**config.mk**
```make
export PLATFORM = sky130hd
export DESIGN_NAME = fesp_host
export DESIGN_NICKNAME = d
export VERILOG_FILES = /design/src/hdl/fesp_buf2.v /design/src/hdl/fesp_host.v
export VERILOG_INCLUDE_DIRS = /design/src /design/src/common
export SDC_FILE = /design/constraint.sdc
export NUM_CORES = 1
export LEC_CHECK = 0
export BUFFER_PORTS_ARGS = -buffer_cell sky130_fd_sc_hd__buf_2
export CORE_MARGIN = 2
export CORE_UTILIZATION = 55
export DETAILED_ROUTE_END_ITERATION = 7
export GPL_TIMING_DRIVEN = 0
export PLACE_DENSITY = 0.75
export REMOVE_ABC_BUFFERS = 1
export SYNTH_ARGS = -nofsm -noshare
export SYNTH_HDL_FRONTEND = slang
export SYNTH_SLANG_ARGS = --single-unit
```
**constraint.sdc**
```tcl
create_clock -name i_clk -period 4 [get_ports i_clk]
set_clock_uncertainty 0.05 [all_clocks]
set_input_delay 0.2 -clock i_clk [delete_from_list [all_inputs] [get_ports i_clk]]
set_output_delay 0.2 -clock i_clk [all_outputs]
set_load 0.02 [all_outputs]
```
**src/common/fesp_map.vh**
```
// Constants for the flash emulator programming host: opcodes, keys, timing.
// Assumes a 10 MHz system clock; included by bare name.
`ifndef FESP_MAP_VH
`define FESP_MAP_VH
`define FESP_OP_READ_ID      8'h9F
`define FESP_OP_READ_STATUS  8'hD7
`define FESP_OP_READ         8'h03
`define FESP_OP_PAGE_ERASE   8'h50
`define FESP_OP_BULK_ERASE   8'hC7
`define FESP_OP_WRITE_PROG   8'h44
`define FESP_BULK_KEY        24'h94809A
`define FESP_COOKIE          32'h12438756
`define FESP_STATUS_RDY_BIT  7
`define FESP_CLK_HZ          10000000
`define FESP_ENTRY_MS        10
`define FESP_ENTRY_CYC       ((`FESP_CLK_HZ / 1000) * `FESP_ENTRY_MS)
`define FESP_SCK_MAX_KHZ     3330
`define FESP_SCK_HALF_CYC    4
`define FESP_BAUD            9600
`define FESP_BIT_CYC         (`FESP_CLK_HZ / `FESP_BAUD)
`define FESP_ADDR_MAX        24'h07FFFF
`endif

```
**src/hdl/fesp_buf2.v**
```verilog
// Two-entry valid/ready buffer holding bytes read back from the device.
// Assumes a single clock domain; the drain side may stall at will.
module fesp_buf2 #(
	parameter WIDTH = 8
) (
	input  wire             i_clk,
	input  wire             i_rst,
	input  wire [WIDTH-1:0] i_data,
	input  wire             i_valid,
	output wire             o_ready,
	output wire [WIDTH-1:0] o_data,
	output wire             o_valid,
	input  wire             i_ready
);
	reg [WIDTH-1:0] mem [0:1];
	reg             wr_ptr;
	reg             rd_ptr;
	reg [1:0]       count;
	wire            push = i_valid && (count != 2'h2);
	wire            pop  = (count != 2'h0) && i_ready;

	assign o_ready = (count != 2'h2);
	assign o_valid = (count != 2'h0);
	assign o_data  = mem[rd_ptr];

	always @(posedge i_clk) begin
		if (i_rst) begin
			wr_ptr <= 1'b0;
			rd_ptr <= 1'b0;
			count  <= 2'h0;
		end else begin
			if (push) begin
				mem[wr_ptr] <= i_data;
				wr_ptr      <= ~wr_ptr;
			end
			if (pop)
				rd_ptr <= ~rd_ptr;
			count <= count + {1'b0, push} - {1'b0, pop};
		end
	end
endmodule // fesp_buf2

```
**src/hdl/fesp_host.v**
```verilog
// Programming host that drives the flash emulator over its serial bus,
// its reset and entry pins, and a UART line for the unlock message.
// Assumes i_clk at 10 MHz and synchronous active-high i_rst.
// Functional notes
// RL1: Hold reset and entry low 10 ms first.
// RL2: Serial clock stays below 3.33 MHz.
// RL3: Select falls, then opcode, then operands.
// RL4: Device samples data on rising clock, MSB first.
// RL5: Device shifts on falling edge; host samples rising.
// RL6: Opcodes 9F id, D7 status, 03 read.
// RL7: Opcodes 50, C7, 44; send no others.
// RL8: Identifier read returns two bytes.
// RL9: Status byte repeats while clocks continue.
// RL10: Status bit 7 high means ready.
// RL11: Read takes three address bytes, MSB first.
// RL12: Read addresses stay within 0 to 7FFFF.
// RL13: Read data advances one byte per byte.
// RL14: Page erase clears addressed 2048-byte page.
// RL15: After page erase poll ready or wait.
// RL16: Bulk erase needs key 94809A after opcode.
// RL17: After bulk erase poll ready or wait.
// RL18: Write words aligned, at most 16 KB.
// RL19: After write poll ready or wait.
// RL20: Unlock UART 9600 baud, 8N1, no flow.
// RL21: Unlock message is cookie then key LSB first.
// RL22: Only one unlock attempt; mismatch halts device.
// RL23: Device keeps using first UART that spoke.
// RL24: Raised select ends the current command.
`include "fesp_map.vh"
module fesp_host #(
	parameter ENTRY_CYC = `FESP_ENTRY_CYC,
	parameter MAX_WORDS = 4096
) (
	input  wire        i_clk,
	input  wire        i_rst,
	input  wire        i_cmd_valid,
	output reg         o_cmd_ready,
	input  wire [7:0]  i_cmd_op,
	input  wire [23:0] i_cmd_addr,
	input  wire [15:0] i_cmd_len,
	input  wire        i_cmd_wait_rdy,
	input  wire        i_enter,
	input  wire        i_unlock,
	input  wire [31:0] i_unlock_key,
	input  wire [7:0]  i_wr_data,
	input  wire        i_wr_valid,
	output reg         o_wr_ready,
	output reg  [7:0]  o_rd_data,
	output reg         o_rd_valid,
	input  wire        i_rd_ready,
	output reg         o_busy,
	output reg         o_bad_cmd,
	output reg         o_chip_reset_n,
	output reg         o_program_entry_n,
	output reg         o_prog_select_n,
	output reg         o_prog_serial_clock,
	output reg         o_prog_data_in,
	input  wire        i_prog_data_out,
	output reg         o_unlock_tx
);
	localparam [6:0] S_IDLE  = 7'h01;
	localparam [6:0] S_ENTRY = 7'h02;
	localparam [6:0] S_SHIFT = 7'h04;
	localparam [6:0] S_NEXT  = 7'h08;
	localparam [6:0] S_GAP   = 7'h10;
	localparam [6:0] S_UART  = 7'h20;
	localparam [6:0] S_POLL  = 7'h40;
	localparam integer BIT_CYC = `FESP_BIT_CYC;
	localparam [23:0] ENTRY_W = ENTRY_CYC[23:0];
	localparam [11:0] BIT_W   = BIT_CYC[11:0];

	////////////////////////////////////////////////////////////////////////
	reg [2:0]  miso_sync;
	reg [6:0]  state;
	reg [23:0] timer;
	reg [7:0]  op;
	reg [23:0] addr;
	reg [15:0] remain;
	reg [2:0]  hdr_left;
	reg        wait_rdy;
	reg [7:0]  tx_byte;
	reg [7:0]  rx_byte;
	reg [2:0]  bit_idx;
	reg [1:0]  phase;
	reg        data_phase;
	reg [63:0] umsg;
	reg [3:0]  ubit;
	reg [3:0]  ubyte;
	reg [7:0]  buf_in;
	reg        buf_in_valid;
	wire       buf_ready;
	wire [7:0] buf_data;
	wire       buf_valid;
	wire       out_load = !o_rd_valid || i_rd_ready;
	reg        miso_hold;
	wire       miso_bit = (miso_sync[2] == miso_sync[1]) ? miso_sync[2] : miso_hold;
	wire       is_read = (op == `FESP_OP_READ) || (op == `FESP_OP_READ_ID) ||
	                     (op == `FESP_OP_READ_STATUS);
	wire       op_ok = (i_cmd_op == `FESP_OP_READ_ID) ||
	                   (i_cmd_op == `FESP_OP_READ_STATUS) ||
	                   (i_cmd_op == `FESP_OP_READ) ||
	                   (i_cmd_op == `FESP_OP_PAGE_ERASE) ||
	                   (i_cmd_op == `FESP_OP_BULK_ERASE) ||
	                   (i_cmd_op == `FESP_OP_WRITE_PROG);
	// Out-of-range reads and unaligned or oversized writes are refused here.
	wire       args_ok = (i_cmd_op == `FESP_OP_READ) ?
	                     ({1'b0, i_cmd_addr} + {9'h000, i_cmd_len} <=
	                      {1'b0, `FESP_ADDR_MAX} + 25'h0000001) : // [RL12]
	                     (i_cmd_op == `FESP_OP_WRITE_PROG) ?
	                     (i_cmd_addr[1:0] == 2'h0 && i_cmd_len[1:0] == 2'h0 &&
	                      i_cmd_len <= MAX_WORDS * 4 && i_cmd_len != 16'h0000) : 1'b1; // [RL18]

	fesp_buf2 #(.WIDTH(8)) u_buf (
		.i_clk   (i_clk),
		.i_rst   (i_rst),
		.i_data  (buf_in),
		.i_valid (buf_in_valid),
		.o_ready (buf_ready),
		.o_data  (buf_data),
		.o_valid (buf_valid),
		.i_ready (out_load)
	);

	// The output stage reloads only when empty or being taken, so the buffer
	// pops exactly when a byte moves forward and a stalled reader loses none.
	always @(posedge i_clk) begin
		if (i_rst) begin
			o_rd_data  <= 8'h00;
			o_rd_valid <= 1'b0;
		end else if (out_load) begin
			o_rd_data  <= buf_data;
			o_rd_valid <= buf_valid;
		end
	end

	// The data-out pin is asynchronous to us; the last two stages must agree.
	always @(posedge i_clk) begin
		if (i_rst) begin
			miso_sync <= 3'h0;
			miso_hold <= 1'b0;
		end else begin
			miso_sync <= {miso_sync[1:0], i_prog_data_out};
			if (miso_sync[2] == miso_sync[1])
				miso_hold <= miso_sync[2];
		end
	end

	////////////////////////////////////////////////////////////////////////
	always @(posedge i_clk) begin
		if (i_rst) begin
			state <= S_IDLE;
			timer <= 24'h000000;
			op <= 8'h00;
			addr <= 24'h000000;
			remain <= 16'h0000;
			hdr_left <= 3'h0;
			wait_rdy <= 1'b0;
			tx_byte <= 8'h00;
			rx_byte <= 8'h00;
			bit_idx <= 3'h0;
			phase <= 2'h0;
			data_phase <= 1'b0;
			umsg <= 64'h0;
			ubit <= 4'h0;
			ubyte <= 4'h0;
			buf_in <= 8'h00;
			buf_in_valid <= 1'b0;
			o_cmd_ready <= 1'b0;
			o_wr_ready <= 1'b0;
			o_busy <= 1'b0;
			o_bad_cmd <= 1'b0;
			o_chip_reset_n <= 1'b1;
			o_program_entry_n <= 1'b1;
			o_prog_select_n <= 1'b1;
			o_prog_serial_clock <= 1'b0;
			o_prog_data_in <= 1'b0;
			o_unlock_tx <= 1'b1;
		end else begin
			buf_in_valid <= 1'b0;
			o_wr_ready <= 1'b0;
			o_bad_cmd <= 1'b0;
			case (state)
			S_IDLE: begin
				o_cmd_ready <= 1'b1;
				o_busy <= 1'b0;
				if (i_enter) begin
					o_cmd_ready <= 1'b0;
					o_busy <= 1'b1;
					o_chip_reset_n <= 1'b0;
					o_program_entry_n <= 1'b0;
					timer <= ENTRY_W;
					state <= S_ENTRY;
				end else if (i_unlock) begin
					o_cmd_ready <= 1'b0;
					o_busy <= 1'b1;
					umsg <= {`FESP_COOKIE, i_unlock_key[7:0], i_unlock_key[15:8],
					         i_unlock_key[23:16], i_unlock_key[31:24]}; // [RL21]
					ubyte <= 4'h0;
					ubit <= 4'h0;
					timer <= {12'h000, BIT_W};
					o_unlock_tx <= 1'b0;
					state <= S_UART;
				end else if (i_cmd_valid && o_cmd_ready) begin
					o_cmd_ready <= 1'b0;
					if (!op_ok || !args_ok) begin
						o_bad_cmd <= 1'b1; // [RL7]
					end else begin
						o_busy <= 1'b1;
						op <= i_cmd_op;
						addr <= (i_cmd_op == `FESP_OP_BULK_ERASE) ? `FESP_BULK_KEY :
						        i_cmd_addr; // [RL16]
						hdr_left <= (i_cmd_op == `FESP_OP_READ_ID ||
						             i_cmd_op == `FESP_OP_READ_STATUS) ? 3'h1 : 3'h4; // [RL11]
						remain <= (i_cmd_op == `FESP_OP_READ_ID) ? 16'h0002 :
						          (i_cmd_op == `FESP_OP_READ_STATUS) ?
						          ((i_cmd_len != 16'h0000) ? i_cmd_len : 16'h0001) :
						          (i_cmd_op == `FESP_OP_READ ||
						           i_cmd_op == `FESP_OP_WRITE_PROG) ? i_cmd_len : 16'h0000; // [RL8]
						wait_rdy <= i_cmd_wait_rdy;
						tx_byte <= i_cmd_op;
						bit_idx <= 3'h7;
						phase <= 2'h0;
						data_phase <= 1'b0;
						o_prog_select_n <= 1'b0; // [RL3]
						o_prog_data_in <= i_cmd_op[7]; // [RL4]
						timer <= 24'h000000;
						state <= S_SHIFT;
					end
				end
			end
			S_ENTRY: begin
				// Keep chip reset low the whole entry wait, then release it.
				if (timer != 24'h000000)
					timer <= timer - 24'h000001; // [RL1]
				else begin
					o_chip_reset_n <= 1'b1;
					state <= S_IDLE;
				end
			end
			S_SHIFT: begin
				// Each high half, and each low half within a byte, lasts four system cycles: 1.25 MHz. [RL2]
				// The slower rate gives returned data time to pass the synchroniser.
				if (timer[1:0] != `FESP_SCK_HALF_CYC - 1)
					timer <= timer + 24'h000001;
				else begin
					timer <= 24'h000000;
					if (!o_prog_serial_clock) begin
						o_prog_serial_clock <= 1'b1;
						rx_byte <= {rx_byte[6:0], miso_bit}; // [RL5]
					end else begin
						o_prog_serial_clock <= 1'b0;
						if (bit_idx != 3'h0) begin
							bit_idx <= bit_idx - 3'h1;
							o_prog_data_in <= tx_byte[bit_idx - 3'h1]; // [RL4]
						end else
							state <= S_NEXT;
					end
				end
			end
			S_NEXT: begin
				// Byte done: push read data, then pick the next byte to send.
				if (data_phase && is_read && !buf_ready) begin
					state <= S_NEXT;
				end else if (hdr_left <= 3'h1 && remain != 16'h0000 &&
				             op == `FESP_OP_WRITE_PROG && !i_wr_valid) begin
					state <= S_NEXT;
				end else begin
					if (data_phase && is_read) begin
						buf_in <= rx_byte;
						buf_in_valid <= 1'b1; // [RL13]
					end
					if (hdr_left > 3'h1) begin
						hdr_left <= hdr_left - 3'h1;
						tx_byte <= addr[23:16]; // [RL11]
						o_prog_data_in <= addr[23];
						addr <= {addr[15:0], 8'h00};
						bit_idx <= 3'h7;
						state <= S_SHIFT;
					end else if (remain != 16'h0000 && op == `FESP_OP_WRITE_PROG &&
					             i_wr_valid) begin
						hdr_left <= 3'h0;
						data_phase <= 1'b1;
						remain <= remain - 16'h0001;
						tx_byte <= i_wr_data;
						o_prog_data_in <= i_wr_data[7];
						o_wr_ready <= 1'b1;
						bit_idx <= 3'h7;
						state <= S_SHIFT;
					end else if (remain != 16'h0000 && is_read) begin
						hdr_left <= 3'h0;
						data_phase <= 1'b1;
						remain <= remain - 16'h0001;
						tx_byte <= 8'h00;
						o_prog_data_in <= 1'b0;
						bit_idx <= 3'h7;
						state <= S_SHIFT;
					end else begin
						o_prog_select_n <= 1'b1; // [RL24]
						timer <= 24'h000000;
						state <= S_GAP;
					end
				end
			end
			S_GAP: begin
				// Select stays high a few cycles so the device sees a clean edge.
				if (timer[1:0] != 2'h3)
					timer <= timer + 24'h000001;
				else if (op == `FESP_OP_READ_STATUS && wait_rdy &&
				         data_phase && !rx_byte[`FESP_STATUS_RDY_BIT]) begin
					state <= S_POLL; // [RL10]
				end else if (wait_rdy && (op == `FESP_OP_PAGE_ERASE ||
				            op == `FESP_OP_BULK_ERASE || op == `FESP_OP_WRITE_PROG)) begin
					state <= S_POLL; // [RL15] [RL17] [RL19]
				end else
					state <= S_IDLE;
			end
			S_POLL: begin
				// Poll with a fresh single status read until the ready bit is set.
				op <= `FESP_OP_READ_STATUS;
				tx_byte <= `FESP_OP_READ_STATUS; // [RL9]
				hdr_left <= 3'h1;
				remain <= 16'h0001;
				wait_rdy <= 1'b1;
				data_phase <= 1'b0;
				bit_idx <= 3'h7;
				timer <= 24'h000000;
				o_prog_select_n <= 1'b0; // [RL3]
				o_prog_data_in <= 1'b1;
				state <= S_SHIFT;
			end
			S_UART: begin
				// 8N1 frames, LSB first within each byte, no flow control. [RL20]
				if (timer != 24'h000001)
					timer <= timer - 24'h000001;
				else begin
					timer <= {12'h000, BIT_W};
					ubit <= ubit + 4'h1;
					if (ubit < 4'h8)
						o_unlock_tx <= umsg[56 + ubit[2:0]];
					else if (ubit == 4'h8)
						o_unlock_tx <= 1'b1;
					else if (ubyte == 4'h7) begin
						state <= S_IDLE; // [RL22]
					end else begin
						ubit <= 4'h0;
						ubyte <= ubyte + 4'h1;
						umsg <= {umsg[55:0], 8'h00};
						o_unlock_tx <= 1'b0;
					end
				end
			end
			default: state <= S_IDLE;
			endcase
		end
	end
endmodule // fesp_host
```
Word level (Yosys, flattened, before mapping)
Memory sizes are Yosys's and may differ from the RTL's. A register that Yosys moved wholly into a read port is not among the register bits.
Index checks and enable logic that the tools add are counted.
{"block": "word_totals", "regBits": 203, "out_inout_bits": 19, "memories": 1, "elab_cells": 361, "mem_bits_rw": 16, "input_bits": 97}
{"name": "u_buf.mem", "depth": 2, "width": 8, "read_ports": 1, "rd_clocked_by_memory_dff": 1, "wr": 1, "line_no": "fesp_buf2.v:15", "rtl": "reg [WIDTH-1:0] mem [0:1];"}
{"block": "op_classes", "eq_ne": 55, "addsub": 11, "n_reduce_logical": 69, "bitwise_logic": 9, "order_cmp": 7, "n_mux": 177}
{"operator": "$mux 24", "n": 21}
{"operator": "$mux 64", "n": 6}
{"operator": "$mux 16", "n": 13}
{"operator": "$pmux 24 s7", "n": 1}
{"operator": "$pmux 64 s2", "n": 1}
{"operator": "$mux 7", "n": 15}
{"operator": "$mux 8", "n": 9}
{"operator": "$mux 3", "n": 22}
{"operator": "$mux 1", "n": 57}
{"operator": "$ne 2x2->1 const B", "n": 27}
{"operator": "$pmux 7 s7", "n": 1}
{"operator": "$eq 8x8->1 const B", "n": 6}
{"operator": "$pmux 16 s3", "n": 1}
{"operator": "$pmux 24 s2", "n": 1}
{"operator": "$mux 4", "n": 10}
{"operator": "$eq 8x7->1 const B", "n": 4}
{"operator": "$reduce_bool 16->1", "n": 2}
{"operator": "$add 24x16->25", "n": 1}
{"operator": "$le 25x20->1 const B", "n": 1}
{"operator": "$mux 5", "n": 5}
{"operator": "$add 24x1->24 const B", "n": 1}
{"operator": "$ne 24x1->1 const B", "n": 1}
{"operator": "$pmux 8 s3", "n": 1}
{"operator": "$reduce_bool 24->1", "n": 1}
{"operator": "55 further kinds", "n": 120}

Logic depth before layout (Yosys ltp)
{"block": "logic_depth", "depth_word": 13, "depth_mapped": 14, "mapped_depth_nobuf": 12}

Hierarchy
Synthesis repeated with hierarchy kept, for this count alone.
{"block": "hier_totals", "hier_cells": 1545, "hier_area_um2": 12708.4}
{"mod": "fesp_host", "instances": 1, "cells_per_inst": 1496, "seq_area_each_um2": 4144.0, "area_each_um2": 11892.7}
{"mod": "fesp_buf2", "instances": 1, "cells_per_inst": 49, "seq_area_each_um2": 580.6, "area_each_um2": 815.8}

Worst setup path before layout
No wires, ideal clock.
{"block": "synth_timing", "path_kind": "input port to flip-flop", "startpoint": "input port i_cmd_addr[0]", "endpoint": "register remain[1]", "path_stages": 13, "t_arrival_ns": 3.153, "setup_time_ns": 0.095, "required_time_ns": 3.855, "n_path_buf": 1, "setup_slack_ns": 0.702, "path_cell_list": "ha_1 > fa_1 > a21oi_1 > or3b_4 > a21oi_1 > or3_1 > a211oi_1 > o2111ai_1 > o211a_1 > o31ai_4 > nand3_2 > buf_6 > a221oi_1"}
{"block": "synth_between", "elab_chain_cells": 10, "word_cells_on_any_way": 12, "classes_between": "add/sub: 1; order compare: 1; eq/ne: 1; mux: 2; reduce/logical: 7"}
{"element": "from (decl)", "line_no": "fesp_host.v:39", "rtl": "input wire [23:0] i_cmd_addr,"}
{"element": "parallel branches: the longest is 5 deep, another holds $add 24x16->25"}
{"element": "$mux 1 (*)", "line_no": "fesp_host.v:106", "rtl": "wire args_ok = (i_cmd_op == `FESP_OP_READ) ?"}
{"element": "$logic_not 1->1 (*)", "line_no": "fesp_host.v:205", "rtl": "if (!op_ok || !args_ok) begin"}
{"element": "$logic_or 1x1->1 (*)", "line_no": "fesp_host.v:205"}
{"element": "$ne 2x2->1 (no source line) (*)"}
{"element": "$reduce_and 9->1 (no source line) (*)"}
{"element": "to (signal assigned)", "line_no": "fesp_host.v:214", "rtl": "remain <= (i_cmd_op == `FESP_OP_READ_ID) ? 16'h0002 :"}
{"element": "to (signal assigned)", "line_no": "fesp_host.v:283", "rtl": "remain <= remain - 16'h0001;"}
{"element": "to (signal assigned)", "line_no": "fesp_host.v:292", "rtl": "remain <= remain - 16'h0001;"}
{"element": "to (decl)", "line_no": "fesp_host.v:78", "rtl": "reg [15:0] remain;"}
Mark *: on every way between the ends.
A chain may end at the register's enable or synchronous reset.

Final worst setup path
{"block": "layout_timing", "startpoint": "register remain[0]", "endpoint": "register timer[17]"}
{"block": "layout_between", "elab_chain_cells": 6, "word_cells_on_any_way": 11, "classes_between": "eq/ne: 3; reduce/logical: 8"}
{"element": "$reduce_bool 16->1 (*)", "line_no": "fesp_host.v:264, fesp_host.v:279, fesp_host.v:289"}
{"element": "$logic_and 1x1->1", "line_no": "fesp_host.v:264", "rtl": "end else if (hdr_left <= 3'h1 && remain != 16'h0000 &&"}
{"element": "$logic_and 1x1->1 (no source line)"}
{"element": "$logic_and 1x1->1", "line_no": "fesp_host.v:264"}
{"element": "$ne 2x2->1 (no source line)"}
{"element": "$reduce_and 10->1 (no source line) (*)"}
{"element": "to (signal assigned)", "line_no": "fesp_host.v:244", "rtl": "timer <= timer + 24'h000001;"}
{"element": "to (signal assigned)", "line_no": "fesp_host.v:307", "rtl": "timer <= timer + 24'h000001;"}
{"element": "to (signal assigned)", "line_no": "fesp_host.v:334", "rtl": "timer <= timer - 24'h000001;"}
{"element": "to (decl)", "line_no": "fesp_host.v:75", "rtl": "reg [23:0] timer;"}
Mark *: on every way between the ends. The rest lies on a longest branch, timed or not.

==> impl_metrics.toml <==
[status]
status = "finished clean"

[timing]
fin_tns_setup_ns = 0
finalCriticalPeriod_ns = 3.79
fmax_ghz = 0.264
hold_ws_ns = 0.0162
final-setup-viol-count = 0
tightestPinTransition_ns = 1.34
maxSlewViolCount = 0
slew_headroom_pct = 10.5
min_period_over_period_pct = 94.8
finalHoldViolCount = 0
rsz0062_at_grt = "no"

[cts]
cts_buffer_depth = 3
clkLatencyLatePin_ns = 0.52
cts.clk_slew.worst_paths_ns = 0.06
h-tree-depth = 1
cts_tree = "built"
cts_buffers = 25
clock_sinks = 227
cts_root_buffer = "clkbuf_16"

[placement]
hpwl_microns = 24100
placedCellCount = 1848
gp_congestion = 0.952
io_buffers = 115

[global_routing]
gr-total-overflow = 0
grt_pass1_vias = 11500
grt_pass1_wl_microns = 58100
track_usage_pct = 29.1
grt_max_degree = 96
antenna_found_initial = 2

[die]
fp.dieW_microns = 155
start_util_pct = 55.7
num_io_pins = 116
die_h_microns = 155
dieArea_sq_um = 24000
fp-row-count = 55
core_sq_um = 22500

[yosys]
synth.distinct_cells = 83
yosys_warnings = 0
synth_cells = 1547
synth-edff-count = 16
ys_ff_latch = 227
synthesis.area_sq_um = 12500
synth-async-reset-ratio_pct = 0
seq_area_frac_synth_pct = 37.5
avgSynthCellArea_sq_um = 8.10
yosys_most_used_dff = "dfxtp_1"

[pwr]
ir_drop_mv = 0.313
p_per_area_nw_per_um2 = 490
total_power_mw = 7.17
p_leak_nw = 5.49

[worst_setup_path]
start_kind = "flop"
cp.arrival_ns = 4.12
r2r_start = "remain[0]"
crit_fanout = 7
crit_start = "remain[0]"
r2r_slack_ns = 0.21
crit_type = "reg -> reg"
crit_required_ns = 4.33
ff2ff_path_depth = 13
cp-end-kind = "flop"
reg2reg_to = "timer[17]"

[route]
routed_via_density = 6.43
dr.pass1.iters = 7
routedWlPerCell_microns = 18.7
ant_nets = 0
drt_iter0_drc = 1353
wirelength_microns = 36400
drc = 0
route.vias.total = 12500

[min_path]
hp-class = "in -> reg"
min_to = "addr[1]"
holdCritStartpoint = "i_cmd_addr[1]"
holdPathStages = 3

[layout]
finish.utilization_pct = 65.0
area_growth_pct = 16.7
layout-drive-gt1-share_pct = 13.6
final_nets = 1770
fillers = 1866
regArea_sq_um = 4700
instances_no_fill = 1946
multi_input_area_sq_um = 7390

[flow_run]
cap_violations = 0
==> registers in the layout, indices dropped and copies added (netlist names), 2 cells and up <==
signal       flops
addr            24
bit_idx          3
buf_in           8
hdr_left         3
miso_sync        3
o_rd_data        8
op               8
remain          16
rx_byte          8
state            7
timer           24
tx_byte          8
u_buf.count      2
u_buf.mem       16
ubit             4
ubyte            4
umsg            64
==> cells in the final DEF (no fill, tap or decap), types with 30 or more instances in the layout <==
master / instances
a21oi_1: 144
a311oi_1: 42
buf_2: 115
dfxtp_1: 211
dlygate4sd3_1: 45
ha_1: 31
inv_1: 34
mux2i_1: 30
nand2_1: 194
nand3_1: 41
nand4_1: 31
nor2_1: 154
nor3_1: 68
o21ai_0: 47
==> Yosys cell counts (12+ instances only) <==
cell / number / area, sq um
a211oi_1: 29 / 218
a21oi_1: 145 / 726
a221oi_1: 13 / 114
a22oi_1: 15 / 113
a311oi_1: 42 / 368
and2_1: 12 / 75.1
and3_1: 18 / 113
buf_2: 15 / 75.1
clkbuf_1: 80 / 300
dfxtp_1: 211 / 4220
edfxtp_1: 16 / 480
ha_1: 31 / 388
inv_1: 34 / 128
mux2i_1: 30 / 300
nand2_1: 197 / 739
nand2b_1: 17 / 106
nand3_1: 43 / 215
nand4_1: 31 / 194
nor2_1: 156 / 586
nor2b_1: 13 / 81.3
nor3_1: 68 / 340
nor4_1: 14 / 87.6
o211ai_1: 20 / 150
o21ai_0: 47 / 235
or3_1: 18 / 113
xnor2_1: 23 / 201
==> repair_timing <==
action | in CTS | in global routing
hold buffers | 45 | 0
gates resized for setup | 10 | 10
endpoints found under the hold margin | 45 | 0
endpoints found under the setup margin | 52 | 100
buffers inserted | 1 | 3
cloned | 0 | 2
pin swaps | 0 | 2
==> worst max-delay path by stage <==
stage	endpoint	slack [ns]
finish	timer[17]	0.21
global route	timer[2]	0.003
CTS	umsg[12]	0.01
detailed placement	timer[15]	-0.95
global placement	ubyte[3]	-2.56
floorplan	ubyte[3]	-0.76
==> critical path, stage by stage (launching register included) <==
cell       delay, ns
dfxtp_1         0.34
inv_1           0.09
ha_1            0.19
or3b_1          0.45
nor4_4          0.38
nand2b_1        0.23
o2111ai_2       0.31
o22a_2          0.32
nand2b_1        0.10
a211oi_2        0.38
nand3_2         0.19
buf_4           0.24
a221oi_1        0.24
o32ai_1         0.14
==> cell type report <==
class                           instances  share of cell area, %
Clock buffer                           33                   4.82
Clock inverter                         12                  0.983
Tap cell                              285                   2.44
Antenna cell                            2                 0.0342
Inverter                               35                  0.898
Sequential cell                       227                   32.2
Multi-Input combinational cell       1181                   50.5
Timing Repair Buffer                  171                   8.20
==> per-stage QoR <==
step	area (sq um)	worst slack, ns
after global placement	13000	-2.56
final	14600	0.207
after CTS	14500	0.0142
after detailed placement	13200	-0.948
after floorplan	12100	-0.758
after global routing	14600	0.00299
==> power by group <==
group          switching, mW  leakage, nW  internal, mW
registers              0.220         1.88          2.50
logic                   1.28         3.19         0.794
clock network          0.945        0.418          1.43
==> cell families (layout without fill, tap and decap cells) <==
logic type / after synthesis / after routing / synth area share (%)
AOI/OAI and AO/OA: 456 / 456 / 25.6
xor gates and xnor gates: 31 / 31 / 2.17
adders and majority gates: 32 / 32 / 3.25
buffers and inverters: 141 / 251 / 4.49
DFF: 227 / 227 / 37.5
muxes: 35 / 35 / 3.29
other: 0 / 2 / 0
and+or+nand+nor: 625 / 627 / 23.7
==> layer usage <==
layer / GRT usage [%] / wire length, microns
met1: 39.3 / 15600
met2: 47.6 / 16800
met3: 4.85 / 2940
met4: 9.17 / 1110
met5: 0 / 0
Note: power is estimated with default switching activity, not from simulation.
